### src/hw/podl_pse_consts.svh
`ifndef PODL_PSE_CONSTS_SVH
`define PODL_PSE_CONSTS_SVH

// Timebase: one tick per microsecond
`define CLK_FREQ_MHZ 40
`define TICK_US 1
`define TICK_CYCLES (`CLK_FREQ_MHZ * `TICK_US)

// Times in microseconds, tick counts derived from them
`define T_PREBIAS_HOLD_US 100
`define T_SIG_HOLD_US 1000
`define T_DET_MAX_US 3110
`define T_RST_PULSE_US 10000
`define T_PRES_START_MIN_US 500
`define T_PRES_START_MAX_US 1500
`define T_PRES_LOW_MIN_US 2500
`define T_PRES_LOW_MAX_US 7500
`define T_SLOT_US 3000
`define T_WR1_LOW_US 500
`define T_WR0_LOW_US 2000
`define T_RD_INIT_US 100
`define T_RD_SAMPLE_US 1000
`define N_PREBIAS_HOLD (`T_PREBIAS_HOLD_US / `TICK_US)
`define N_SIG_HOLD (`T_SIG_HOLD_US / `TICK_US)
`define N_DET_MAX (`T_DET_MAX_US / `TICK_US)
`define N_RST_PULSE (`T_RST_PULSE_US / `TICK_US)
`define N_PRES_START_MIN (`T_PRES_START_MIN_US / `TICK_US)
`define N_PRES_START_MAX (`T_PRES_START_MAX_US / `TICK_US)
`define N_PRES_LOW_MIN (`T_PRES_LOW_MIN_US / `TICK_US)
`define N_PRES_LOW_MAX (`T_PRES_LOW_MAX_US / `TICK_US)
`define N_SLOT (`T_SLOT_US / `TICK_US)
`define N_WR1_LOW (`T_WR1_LOW_US / `TICK_US)
`define N_WR0_LOW (`T_WR0_LOW_US / `TICK_US)
`define N_RD_INIT (`T_RD_INIT_US / `TICK_US)
`define N_RD_SAMPLE (`T_RD_SAMPLE_US / `TICK_US)

// Classification commands and transfer length
`define CMD_BROADCAST 8'hcc
`define CMD_READ_SCRATCH 8'haa
`define XFER_BITS 6'd40
`define TX_BITS 6'd16
`define CRC_FIRST_BIT 6'd16
`define CRC_LAST_BIT 6'd31
`define CRC8_POLY_REV 8'h8c
`define NUM_CLASSES 4'd10

// Register offsets
`define ADDR_CTRL 8'h00
`define ADDR_STATUS 8'h04
`define ADDR_IRQ_STATUS 8'h08
`define ADDR_IRQ_MASK 8'h0c

// Control fields
`define CTRL_ENABLE 0
`define CTRL_CLASS_EN 1
`define CTRL_MASK_LSB 2
`define CTRL_MASK_MSB 11
`define CTRL_RESET 12'hffc

// Interrupt bits
`define IRQ_POWERED 0
`define IRQ_NO_PRESENCE 1
`define IRQ_CRC_ERR 2
`define IRQ_CLASS_ERR 3
`define IRQ_DET_TIMEOUT 4
`define IRQ_WIDTH 5

`endif

### src/hw/podl_pse_pkg.sv
package podl_pse_pkg;

   typedef enum logic [3:0] {
      ST_DISABLED = 4'h0,
      ST_PREBIAS = 4'h1,
      ST_DETECT = 4'h2,
      ST_RST_PULSE = 4'h3,
      ST_PRES_WAIT = 4'h4,
      ST_PRES_LOW = 4'h5,
      ST_XFER = 4'h6,
      ST_CHECK = 4'h7,
      ST_POWER_ON = 4'h8
   } seq_state_type;

   typedef enum logic [1:0] {
      SL_IDLE = 2'h0,
      SL_LOW = 2'h1,
      SL_HIGH = 2'h2
   } slot_state_type;

endpackage

### src/hw/hold_filter.sv
// ==========================================================
// Continuous-hold qualifier
module hold_filter #(
   parameter logic [15:0] HOLD = 16'h0001
) (
   input wire logic clk, // System clock
   input wire logic rst_n, // Async reset, active low
   input wire logic tick, // One-microsecond enable
   input wire logic clear, // Restart qualification
   input wire logic level, // Raw indication
   output logic ok // Held long enough
);
   logic [15:0] cnt_reg;
   logic [15:0] cnt_next;
   logic ok_next;

   assign ok_next = (cnt_reg >= HOLD);
   assign cnt_next = (clear || !level) ? 16'h0000 :
                     (tick && !ok_next) ? cnt_reg + 16'h0001 : cnt_reg;

   always_ff @(posedge clk or negedge rst_n) begin
      if (!rst_n) begin
         cnt_reg <= 16'h0000;
      end else begin
         cnt_reg <= cnt_next;
      end
   end

   assign ok = ok_next && level && !clear;
endmodule

### src/hw/sccp_slot.sv
`include "podl_pse_consts.svh"

// ==========================================================
// One classification bit slot on the shared line
module sccp_slot (
   input wire logic clk, // System clock
   input wire logic rst_n, // Async reset, active low
   input wire logic tick, // One-microsecond enable
   input wire logic go, // Start a slot
   input wire logic is_read, // Slot reads a bit from the far end
   input wire logic wr_bit, // Bit to send
   input wire logic line_in, // Line level
   output logic idle, // Ready for a slot
   output logic done, // Slot finished, one cycle
   output logic rd_bit, // Sampled bit
   output logic line_oe // Pull line low
);
   podl_pse_pkg::slot_state_type state_reg;
   podl_pse_pkg::slot_state_type state_next;
   logic [15:0] cnt_reg;
   logic rd_reg;
   logic wr_reg;
   logic rd_mode_reg;
   logic [15:0] low_len;
   logic low_end;
   logic slot_end;
   logic sample_now;

   assign low_len = rd_mode_reg ? 16'(`N_RD_INIT) : (wr_reg ? 16'(`N_WR1_LOW) : 16'(`N_WR0_LOW));
   assign low_end = tick && (cnt_reg + 16'h0001 >= low_len);
   assign slot_end = tick && (cnt_reg + 16'h0001 >= 16'(`N_SLOT));
   assign sample_now = tick && rd_mode_reg && (cnt_reg == 16'(`N_RD_SAMPLE));

   always_comb begin
      state_next = state_reg;
      unique case (state_reg)
         podl_pse_pkg::SL_IDLE: if (go) state_next = podl_pse_pkg::SL_LOW;
         podl_pse_pkg::SL_LOW: if (low_end) state_next = podl_pse_pkg::SL_HIGH;
         podl_pse_pkg::SL_HIGH: if (slot_end) state_next = podl_pse_pkg::SL_IDLE;
         default: state_next = podl_pse_pkg::SL_IDLE;
      endcase
   end

   always_ff @(posedge clk or negedge rst_n) begin
      if (!rst_n) begin
         state_reg <= podl_pse_pkg::SL_IDLE;
         cnt_reg <= 16'h0000;
         rd_reg <= 1'b0;
         wr_reg <= 1'b0;
         rd_mode_reg <= 1'b0;
      end else begin
         state_reg <= state_next;
         if (state_reg == podl_pse_pkg::SL_IDLE) begin
            cnt_reg <= 16'h0000;
            wr_reg <= wr_bit;
            rd_mode_reg <= is_read;
         end else if (tick) begin
            cnt_reg <= cnt_reg + 16'h0001;
         end
         if (sample_now) begin
            rd_reg <= line_in;
         end
      end
   end

   assign idle = (state_reg == podl_pse_pkg::SL_IDLE);
   assign done = (state_reg == podl_pse_pkg::SL_HIGH) && slot_end;
   assign rd_bit = rd_reg;
   assign line_oe = (state_reg == podl_pse_pkg::SL_LOW);
endmodule

### src/hw/podl_pse_port_power_sequencer.sv
// Design decisions made here: the plain strobed port and the placing of the registers.
`include "podl_pse_consts.svh"

module podl_pse_port_power_sequencer #(
   parameter logic [15:0] TICK_DIV = 16'(`TICK_CYCLES)
) (
   input wire logic CLK_SYS, // 40 MHz clock
   input wire logic RST_N, // Async reset, active low
   input wire logic [7:0] ADDR, // Register byte address
   input wire logic [31:0] WDATA, // Write data
   input wire logic WR, // Write strobe
   input wire logic RD, // Read strobe
   output logic [31:0] RDATA, // Read data, cycle after RD
   output logic IRQ, // Level interrupt
   input wire logic PREBIAS_CURRENT_OK, // Prebias current in window
   input wire logic SIGNATURE_WINDOW_OK, // Signature comparator
   output logic PREBIAS_EN, // Prebias source on
   output logic DET_SRC_EN, // Detection current source on
   output logic PORT_ON, // Power switch on
   input wire logic LINE_I, // Line level
   output logic LINE_O, // Line drive value
   output logic LINE_OE // Line pulled low
);
   // ==========================================================
   // Microsecond tick
   logic [15:0] div_reg;
   logic tick;

   assign tick = (div_reg == TICK_DIV - 16'h0001);

   always_ff @(posedge CLK_SYS or negedge RST_N) begin
      if (!RST_N) begin
         div_reg <= 16'h0000;
      end else begin
         div_reg <= tick ? 16'h0000 : div_reg + 16'h0001;
      end
   end

   // ==========================================================
   // Registers
   logic [11:0] ctrl_reg;
   logic [`IRQ_WIDTH-1:0] irq_stat_reg;
   logic [`IRQ_WIDTH-1:0] irq_mask_reg;
   logic [31:0] rdata_reg;
   logic [`IRQ_WIDTH-1:0] irq_event;
   logic hw_disable;
   logic wr_ctrl;
   logic wr_stat;
   logic wr_mask;
   logic [31:0] status_word;
   logic [31:0] rd_mux;
   logic port_enable;
   logic class_enable;
   logic [9:0] class_mask;

   assign wr_ctrl = WR && (ADDR == `ADDR_CTRL);
   assign wr_stat = WR && (ADDR == `ADDR_IRQ_STATUS);
   assign wr_mask = WR && (ADDR == `ADDR_IRQ_MASK);
   assign port_enable = ctrl_reg[`CTRL_ENABLE];
   assign class_enable = ctrl_reg[`CTRL_CLASS_EN];
   assign class_mask = ctrl_reg[`CTRL_MASK_MSB:`CTRL_MASK_LSB];

   // ==========================================================
   // Sequencer state
   podl_pse_pkg::seq_state_type state_reg;
   podl_pse_pkg::seq_state_type state_next;
   logic [15:0] timer_reg;
   logic [5:0] bit_reg;
   logic [23:0] rx_reg;
   logic [7:0] crc_reg;
   logic prebias_ok;
   logic sig_ok;
   logic slot_idle;
   logic slot_done;
   logic slot_bit;
   logic slot_oe;
   logic slot_go;
   logic slot_read;
   logic tx_bit;
   logic last_bit;
   logic crc_ok;
   logic class_ok;
   logic [3:0] rx_class;
   logic det_timeout;
   logic in_prebias;
   logic in_detect;
   logic [15:0] tx_word;

   function automatic logic [7:0] crc8_step(input logic [7:0] crc, input logic din);
      logic fb;
      fb = crc[0] ^ din;
      crc8_step = {1'b0, crc[7:1]} ^ (fb ? `CRC8_POLY_REV : 8'h00);
   endfunction

   assign in_prebias = (state_reg == podl_pse_pkg::ST_PREBIAS);
   assign in_detect = (state_reg == podl_pse_pkg::ST_DETECT);
   assign tx_word = {`CMD_READ_SCRATCH, `CMD_BROADCAST};
   assign slot_read = (bit_reg >= `TX_BITS);
   assign tx_bit = tx_word[bit_reg[3:0]];
   assign slot_go = (state_reg == podl_pse_pkg::ST_XFER) && slot_idle;
   assign last_bit = slot_done && (bit_reg == `XFER_BITS - 6'd1);
   assign rx_class = rx_reg[3:0];
   assign crc_ok = (crc_reg == rx_reg[23:16]);
   assign class_ok = (rx_class < `NUM_CLASSES) && class_mask[rx_class];
   assign det_timeout = in_detect && !sig_ok && tick && (timer_reg + 16'h0001 >= 16'(`N_DET_MAX));

   hold_filter #(
      .HOLD(16'(`N_PREBIAS_HOLD))
   ) u_prebias_filter (
      .clk(CLK_SYS),
      .rst_n(RST_N),
      .tick(tick),
      .clear(!in_prebias),
      .level(PREBIAS_CURRENT_OK),
      .ok(prebias_ok)
   );

   hold_filter #(
      .HOLD(16'(`N_SIG_HOLD))
   ) u_signature_filter (
      .clk(CLK_SYS),
      .rst_n(RST_N),
      .tick(tick),
      .clear(!in_detect),
      .level(SIGNATURE_WINDOW_OK),
      .ok(sig_ok)
   );

   sccp_slot u_slot (
      .clk(CLK_SYS),
      .rst_n(RST_N),
      .tick(tick),
      .go(slot_go),
      .is_read(slot_read),
      .wr_bit(tx_bit),
      .line_in(LINE_I),
      .idle(slot_idle),
      .done(slot_done),
      .rd_bit(slot_bit),
      .line_oe(slot_oe)
   );

   // ==========================================================
   // Next state and events
   always_comb begin
      state_next = state_reg;
      irq_event = '0;
      hw_disable = 1'b0;
      unique case (state_reg)
         podl_pse_pkg::ST_DISABLED: begin
            if (port_enable) state_next = podl_pse_pkg::ST_PREBIAS;
         end
         podl_pse_pkg::ST_PREBIAS: begin
            if (prebias_ok) state_next = podl_pse_pkg::ST_DETECT;
         end
         podl_pse_pkg::ST_DETECT: begin
            if (sig_ok) begin
               state_next = class_enable ? podl_pse_pkg::ST_RST_PULSE : podl_pse_pkg::ST_POWER_ON;
            end else if (det_timeout) begin
               state_next = podl_pse_pkg::ST_PREBIAS;
               irq_event[`IRQ_DET_TIMEOUT] = 1'b1;
            end
         end
         podl_pse_pkg::ST_RST_PULSE: begin
            if (tick && timer_reg + 16'h0001 >= 16'(`N_RST_PULSE)) state_next = podl_pse_pkg::ST_PRES_WAIT;
         end
         podl_pse_pkg::ST_PRES_WAIT: begin
            if (!LINE_I && timer_reg >= 16'(`N_PRES_START_MIN)) begin
               state_next = podl_pse_pkg::ST_PRES_LOW;
            end else if (!LINE_I || timer_reg > 16'(`N_PRES_START_MAX)) begin
               state_next = podl_pse_pkg::ST_DISABLED;
               irq_event[`IRQ_NO_PRESENCE] = 1'b1;
               hw_disable = 1'b1;
            end
         end
         podl_pse_pkg::ST_PRES_LOW: begin
            if (LINE_I && timer_reg >= 16'(`N_PRES_LOW_MIN)) begin
               state_next = podl_pse_pkg::ST_XFER;
            end else if (LINE_I || timer_reg > 16'(`N_PRES_LOW_MAX)) begin
               state_next = podl_pse_pkg::ST_DISABLED;
               irq_event[`IRQ_NO_PRESENCE] = 1'b1;
               hw_disable = 1'b1;
            end
         end
         podl_pse_pkg::ST_XFER: begin
            if (last_bit) state_next = podl_pse_pkg::ST_CHECK;
         end
         podl_pse_pkg::ST_CHECK: begin
            if (crc_ok && class_ok) begin
               state_next = podl_pse_pkg::ST_POWER_ON;
            end else begin
               state_next = podl_pse_pkg::ST_DISABLED;
               irq_event[`IRQ_CRC_ERR] = !crc_ok;
               irq_event[`IRQ_CLASS_ERR] = crc_ok;
               hw_disable = 1'b1;
            end
         end
         podl_pse_pkg::ST_POWER_ON: begin
            if (!port_enable) state_next = podl_pse_pkg::ST_DISABLED;
         end
         default: state_next = podl_pse_pkg::ST_DISABLED;
      endcase
      if (!port_enable) begin
         state_next = podl_pse_pkg::ST_DISABLED;
      end
      // Powered flag only for a transition that really happens
      if (state_next == podl_pse_pkg::ST_POWER_ON && state_reg != podl_pse_pkg::ST_POWER_ON) begin
         irq_event[`IRQ_POWERED] = 1'b1;
      end
   end

   always_ff @(posedge CLK_SYS or negedge RST_N) begin
      if (!RST_N) begin
         state_reg <= podl_pse_pkg::ST_DISABLED;
         timer_reg <= 16'h0000;
      end else begin
         state_reg <= state_next;
         if (state_next != state_reg) begin
            timer_reg <= 16'h0000;
         end else if (tick && timer_reg != 16'hffff) begin
            timer_reg <= timer_reg + 16'h0001;
         end
      end
   end

   // ==========================================================
   // Bit counter, receive shifter and checksum
   always_ff @(posedge CLK_SYS or negedge RST_N) begin
      if (!RST_N) begin
         bit_reg <= 6'd0;
         rx_reg <= 24'h000000;
         crc_reg <= 8'h00;
      end else if (state_reg != podl_pse_pkg::ST_XFER && state_reg != podl_pse_pkg::ST_CHECK) begin
         bit_reg <= 6'd0;
         crc_reg <= 8'h00;
      end else if (slot_done) begin
         bit_reg <= bit_reg + 6'd1;
         if (slot_read) begin
            rx_reg <= {slot_bit, rx_reg[23:1]};
         end
         if (bit_reg >= `CRC_FIRST_BIT && bit_reg <= `CRC_LAST_BIT) begin
            crc_reg <= crc8_step(crc_reg, slot_bit);
         end
      end
   end

   // ==========================================================
   // Register file and interrupt
   assign status_word = {8'h00, rx_reg[15:0], 3'h0, PORT_ON, state_reg};
   assign rd_mux = (ADDR == `ADDR_CTRL) ? {20'h00000, ctrl_reg} :
                   (ADDR == `ADDR_STATUS) ? status_word :
                   (ADDR == `ADDR_IRQ_STATUS) ? {27'h0000000, irq_stat_reg} :
                   (ADDR == `ADDR_IRQ_MASK) ? {27'h0000000, irq_mask_reg} : 32'h00000000;

   always_ff @(posedge CLK_SYS or negedge RST_N) begin
      if (!RST_N) begin
         ctrl_reg <= `CTRL_RESET;
         irq_stat_reg <= '0;
         irq_mask_reg <= '0;
         rdata_reg <= 32'h00000000;
      end else begin
         if (wr_ctrl) begin
            ctrl_reg <= WDATA[11:0];
         end else if (hw_disable) begin
            ctrl_reg[`CTRL_ENABLE] <= 1'b0;
         end
         irq_stat_reg <= (irq_stat_reg & ~(wr_stat ? WDATA[`IRQ_WIDTH-1:0] : '0)) | irq_event;
         if (wr_mask) begin
            irq_mask_reg <= WDATA[`IRQ_WIDTH-1:0];
         end
         rdata_reg <= RD ? rd_mux : 32'h00000000;
      end
   end

   assign RDATA = rdata_reg;
   assign IRQ = |(irq_stat_reg & irq_mask_reg);

   // ==========================================================
   // Pin drive
   assign PREBIAS_EN = in_prebias;
   assign DET_SRC_EN = (state_reg >= podl_pse_pkg::ST_DETECT) && (state_reg <= podl_pse_pkg::ST_CHECK);
   assign PORT_ON = (state_reg == podl_pse_pkg::ST_POWER_ON);
   assign LINE_O = 1'b0;
   assign LINE_OE = (state_reg == podl_pse_pkg::ST_RST_PULSE) || slot_oe;
endmodule

### config.mk
export PLATFORM = sky130hd
export DESIGN_NAME = podl_pse_port_power_sequencer
export DESIGN_NICKNAME = d
export VERILOG_FILES = /design/src/hw/podl_pse_pkg.sv /design/src/hw/hold_filter.sv /design/src/hw/sccp_slot.sv /design/src/hw/podl_pse_port_power_sequencer.sv
export VERILOG_INCLUDE_DIRS = /design/src /design/src/hw
export SDC_FILE = /design/constraint.sdc
export NUM_CORES = 1
export LEC_CHECK = 0
export BUFFER_PORTS_ARGS = -buffer_cell sky130_fd_sc_hd__buf_2
export CAP_MARGIN = 10
export CORE_MARGIN = 1
export CORE_UTILIZATION = 50
export CTS_CLUSTER_DIAMETER = 30
export DETAILED_ROUTE_END_ITERATION = 7
export GPL_TIMING_DRIVEN = 0
export PLACE_DENSITY = 0.7
export SLEW_MARGIN = 20
export SYNTH_ARGS = -nofsm -noshare
export SYNTH_HDL_FRONTEND = slang
export SYNTH_SLANG_ARGS = --single-unit
export TNS_END_PERCENT = 50
### constraint.sdc
create_clock -name CLK_SYS -period 3.8 [get_ports CLK_SYS]
set_input_delay 0.57 -clock CLK_SYS [delete_from_list [all_inputs] [get_ports CLK_SYS]]
set_output_delay 0.57 -clock CLK_SYS [all_outputs]
set_load 0.01 [all_outputs]
# Yosys cells after proc, flatten, opt, wreduce, memory -nomap -nowiden
# Memory sizes are Yosys's and may differ from the RTL's. A register that Yosys moved wholly into a read port is not among the register bits.
# Cells that the tools add are included.
# word_totals
regBits,172
rom_bits,16
in_bits,47
out_inout_bits,38
memories,1
# mem_list
memory,depth,word_bits,read_ports,rd_clocked_by_memory_dff,write_ports,line_no,source
(no name shown),16,1,1,1,0,podl_pse_port_power_sequencer.sv:99,assign tx_bit = tx_word[bit_reg[3:0]];
# classes
add_sub_neg,6
order_cmp,16
eq_ne,26
muxes,57
bitwise_logic,7
reduce_logical,58
# ops
operator,n
2-to-1 mux 16 bit,10
"adder 16 x 1 -> 16 bit, second input constant",5
2-to-1 mux 24 bit,3
"greater-or-equal comparator 16 x 12 -> 1 bit, second input constant",3
2-to-1 mux 4 bit,12
one-hot mux 4 bit (9 select lines),1
2-to-1 mux 8 bit,4
logical AND 1 bit,29
"== test 16 x 10 -> 1 bit, second input constant",1
"== test 16 x 6 -> 1 bit, second input constant",1
"== test 4 x 3 -> 1 bit, second input constant",4
"== test 8 x 4 -> 1 bit, second input constant",2
"greater-or-equal comparator 16 x 10 -> 1 bit, second input constant",1
"greater-or-equal comparator 16 x 14 -> 1 bit, second input constant",1
greater-or-equal comparator 16 bit,1
"greater-or-equal comparator 16 x 7 -> 1 bit, second input constant",1
"greater-or-equal comparator 16 x 9 -> 1 bit, second input constant",1
"> comparator 16 x 11 -> 1 bit, second input constant",1
"> comparator 16 x 13 -> 1 bit, second input constant",1
"!= test 16 bit, second input constant",1
2-to-1 mux 5 bit,3
nonzero test 2 bit,7
2-to-1 mux 1 bit,12
2-to-1 mux 6 bit,2
other kinds (39),63

# Depth between registers and ports, before layout
# logic_depth
ltp_word,15
depth_mapped,13
mapped_depth_nobuf,12

# Modules after synthesis
# Synthesis repeated with hierarchy kept, for this count alone.
# unflattened
hier_cells,926
hier_area_um2,9656.8
# by_module_without_submodules
module,instances,cells_each,area_each_um2
podl_pse_port_power_sequencer,1,604,6547.5
sccp_slot,1,177,1564.0
hold_filter (u_signature_filter),1,80,804.5
hold_filter (u_prebias_filter),1,65,740.7

# Worst setup path after synthesis
# Ideal clock, no wire load.
# synth_timing
kind,register to register
from,reg u_slot.cnt_reg[1]
to,reg crc_reg[2]
arrival_ps,2539
slack_ps,1129
path_stages_with_launch,11
n_path_buf,2
cell_sequence,dfrtp_1 ha_1 buf_2 o41ai_2 a311oi_1 o31a_2 nor3_4 and3b_1 buf_6 mux2i_1 nor2_1
# synth_between
elab_chain_cells,6
# synth_rtl
item,line_no,source
start: declaration,sccp_slot.sv:20,logic [15:0] cnt_reg;
start signal: assignment,sccp_slot.sv:58,cnt_reg <= cnt_reg + 16'h0001;
adder 16 x 1 -> 16 bit,sccp_slot.sv:31,assign slot_end = tick && (cnt_reg + 16'h0001 >= 16'(`N_SLOT));
greater-or-equal comparator 16 x 12 -> 1 bit,sccp_slot.sv:31,
logical AND 1 bit,sccp_slot.sv:31,
logical AND 1 bit,sccp_slot.sv:67,assign done = (state_reg == podl_pse_pkg::SL_HIGH) && slot_end;
nonzero test 2 bit (no line),-,
AND reduction 2 bit (no line),-,
end signal: assignment,podl_pse_port_power_sequencer.sv:242,"crc_reg <= crc8_step(crc_reg, slot_bit);"
end: declaration,podl_pse_port_power_sequencer.sv:70,logic [7:0] crc_reg;
# Every way passes these cells.
# A chain may end at the register's enable or synchronous reset.

# Worst setup path in the final report
# layout_timing
from,reg timer_reg[0]
to,reg timer_reg[11]
# layout_between
elab_chain_cells,9
word_cells_on_any_way,28
classes_between,1 x add/sub; 6 x order compare; 2 x eq/ne; 11 x mux; 8 x reduce/logical
# layout_rtl
item,line_no,source
start: declaration,podl_pse_port_power_sequencer.sv:67,logic [15:0] timer_reg;
start signal: assignment,podl_pse_port_power_sequencer.sv:221,timer_reg <= timer_reg + 16'h0001;
adder 16 x 1 -> 16 bit,"podl_pse_port_power_sequencer.sv:105, podl_pse_port_power_sequencer.sv:165, podl_pse_port_power_sequencer.sv:221",
greater-or-equal comparator 16 x 12 -> 1 bit,podl_pse_port_power_sequencer.sv:105,assign det_timeout = in_detect && !sig_ok && tick && (timer_reg + 16'h0001 >= 16'(`N_DET_MAX));
logical AND 1 bit,podl_pse_port_power_sequencer.sv:105,
2-to-1 mux 4 bit,podl_pse_port_power_sequencer.sv:159,end else if (det_timeout) begin
2-to-1 mux 4 bit,podl_pse_port_power_sequencer.sv:157,if (sig_ok) begin
one-hot mux 4 bit (9 select lines),podl_pse_port_power_sequencer.sv:149,unique case (state_reg)
2-to-1 mux 4 bit,podl_pse_port_power_sequencer.sv:203,if (!port_enable) begin
!= test 4 bit,podl_pse_port_power_sequencer.sv:218,if (state_next != state_reg) begin
2-to-1 mux 16 bit / nonzero test 2 bit (equally long branches),-,
# Parallel ways exist; a longest one is shown, timed or not. The select of a mux whose other input is x is not followed.

==> run_results.csv <==
group,metric,value,unit
finish,final_area,10700,um^2
finish,final_common_cell,"dfrtp_1",
worst_hold_path,hold_path_class,"input pin to asynchronous set/reset pin",
worst_setup_path,crit_path_start_kind,"flip-flop",
outcome,outcome,"complete, no violations",
clocking,clk_latency,0.43,ns
finish,mostFrequentLayoutCells,"dfrtp_1, nor2_1, nand2_1, buf_2, xor2_1",
drt,firstDrtPassIters,5,
finish,n_antenna_cell,0,
timing,period_share,87.0,%
timing,finalClockSkew,0.0107,ns
clocking,cts_setup_buffers,0,
finish,area_delta_synth_final,13.1,%
timing,tightest_slew,0.744,ns
drt,routed-via-count,7100,
placed_design,routabilityCongestion,0.890,
worst_setup_path,required,4.14,ns
drt,ant_nets,0,
floorplanning,die_x,140,um
worst_setup_path,slowest_stage,"dfrtp_1",
clocking,cts_buffer_depth,2,
clocking,root_buffer,"clkbuf_16",
drt,post_drt_wl_per_cell,15.4,um
clocking,numCtsBuffers,17,
yosys,syn_area_per_cell,9.97,um^2
worst_setup_path,cp_max_fo,10,
yosys,yosysUniqueCellTypes,82,
global_route,grt_pass1_wl,33300,um
timing,fmax,303,MHz
yosys,syn-cell-area,9460,um^2
global_route,antenna_found_initial,0,
yosys,synth_ff_type,"dfrtp_1",
timing,rsz0062_at_grt,"false",
flow_run,maxCapViolations,0,
floorplanning,io-pin-count,85,
global_route,grt_pass1_vias,6764,
finish,fin_util,58.6,%
pwr,irDropWorstVdd,334,uV
finish,drive_above_1_share,18.9,%
drt,drc,0,
clocking,htree_levels,4,
floorplanning,coreArea,18300,um^2
worst_setup_path,reg2reg_from,"timer_reg[0]",
timing,fin_crit,3.31,ns
placed_design,dp_hpwl,13900,um
worst_setup_path,slowest_delay,0.46,ns
clocking,path_clk_slew,0.07,ns
worst_setup_path,crit_start,"timer_reg[0]",
timing,finalMaxSlewViolations,0,
drt,via_per_inst,5.58,
yosys,async_flop_share,100,%
drt,drtIter0Drc,429,
worst_setup_path,critPathArrivalTime,3.65,ns
timing,fin_setup_tns,0,ns
finish,nets,1095,
pwr,total_power,3860,uW
timing,setup_viol_count_final,0,
finish,fillers,1580,
pwr,p_leak,0.00495,uW
worst_setup_path,cpLargestDelayFamily,"simple AND/OR/NAND/NOR gates",
yosys,synthCells,949,
clocking,tritoncts,"built",
global_route,overflow,0,
drt,routed_wl,19600,um
clocking,holdBufCountCts,0,
floorplanning,start_util,51.8,%
yosys,yosysSeqAreaShare,45.9,%
pwr,power.density,360,nW/um^2
floorplanning,die_area,19500,um^2
yosys,ys_ff_latch,173,
floorplanning,rows,49,
yosys,synth_edf_count,0,
timing,hold_viol,0,
clocking,cts_sinks,173,
worst_setup_path,crit_chain,"ha_1, nand3_1, nor4_1, xnor2_1, nand2b_1, o311ai_1, a21oi_1, a22oi_2, nand4b_4, buf_6, nor2_1",
worst_setup_path,cp-end-kind,"flip-flop",
global_route,grtUsageTotal,21.1,%
worst_setup_path,path_class,"flip-flop to flip-flop",
placed_design,portBuffers,53,
clocking,cts_resized,0,
timing,slew_headroom,49.1,%
global_route,grt_max_degree,94,
yosys,synth-warning-count,0,
worst_setup_path,critPathBufInv,1,
placed_design,place_area,10100,um^2
floorplanning,die-height,140,um
[report_power, final]
part / switching [uW] / internal, uW / total, uW
clock network: 741 / 1110 / 1850
registers: 15.9 / 1860 / 1870
logic: 84.0 / 50.2 / 134
[per-layer routing]
layer  track usage [%]  wire length (um)  vias up
met3              4.16               762       23
met1              29.3              9390     3446
met5                 0                 0        -
met2              33.8              9200      148
met4              6.02               287        0
li1                  -                 -     3483
[path summary, 6_finish.rpt]
| path | endpoint | slack [ns] | depth (start not counted) |
|---|---|---|---|
| worst max register to register | timer_reg[11] | 0.49 | 11 |
| max in group asynchronous | ctrl_reg[8] | 2.79 | 2 |
| worst min-delay path | u_slot.cnt_reg[10] | 0.13 | 1 |
| worst max-delay path | timer_reg[11] | 0.49 | 11 |
| worst min register to register | div_reg[15] | 0.47 | 1 |
| min in group CLK_SYS | ctrl_reg[6] | 0.37 | 2 |
[per-stage QoR]
step	hold slack, ns	setup slack, ns	cells
2_1_floorplan	0.274	1.13	957
3_3_place_gp	0.457	-0.565	1239
3_5_place_dp	0.472	0.588	1240
4_1_cts	0.154	0.548	1272
5_1_grt	0.175	0.278	1272
6_report	0.131	0.495	1272
[synth_stat cells, drive strengths merged (3+ instances only)]
master	number	area, um^2
a2111oi	6	52.6
a211oi	4	35.0
a21oi	26	130
a22o	6	52.6
a31oi	15	93.8
a41oi	4	35.0
and2	20	125
and3	18	113
and4	6	52.6
buf	35	250
clkbuf	20	76.3
dfrtp	163	4080
dfstp	10	263
ha	18	225
inv	27	101
mux2	41	537
mux2i	20	200
nand2	71	279
nand2b	7	43.8
nand3	39	195
nand3b	3	22.5
nand4	27	188
nor2	139	524
nor2b	8	50.1
nor3	29	156
nor4	15	113
o211ai	6	45.0
o21ai	14	70.1
o21bai	3	22.5
or2	4	25.0
or3	8	51.3
or4	5	37.5
xnor2	41	359
xor2	48	420
[cell families (layout without fill, tap and decap cells)]
| kind of cell | count (synthesis) | count (layout) | share of synthesized area (%) |
|---|---|---|---|
| flip-flops | 173 | 173 | 45.9 |
| adder cells (fa/ha/maj) | 18 | 18 | 2.38 |
| AND/OR/NAND/NOR | 408 | 408 | 21.9 |
| XOR/XNOR | 89 | 89 | 8.24 |
| other | 1 | 9 | 0.0396 |
| multiplexers | 63 | 63 | 8.26 |
| buffers and inverters | 82 | 168 | 4.52 |
| AO/OA/AOI/OAI | 115 | 115 | 8.74 |
[area by class of cell]
cell class,instances,area (um^2),area share (%)
Clock inverter,13,190,1.78
Clock buffer,19,433,4.04
Multi-Input combinational cell,702,4720,44.1
Tap cell,229,287,2.68
Inverter,27,101,0.947
Buffer,55,327,3.05
Sequential cell,173,4340,40.6
Timing Repair Buffer,54,303,2.83
[worst register-to-register path, delay by kind of cell, from the launching register on]
kind | cells | cell delay (ns)
flip-flops | 1 | 0.46
buffers and inverters | 1 | 0.21
adder cells (fa/ha/maj) | 1 | 0.30
AND/OR/NAND/NOR | 5 | 1.13
AO/OA/AOI/OAI | 3 | 0.89
XOR/XNOR | 1 | 0.24
(Power assumes the default switching activity.)
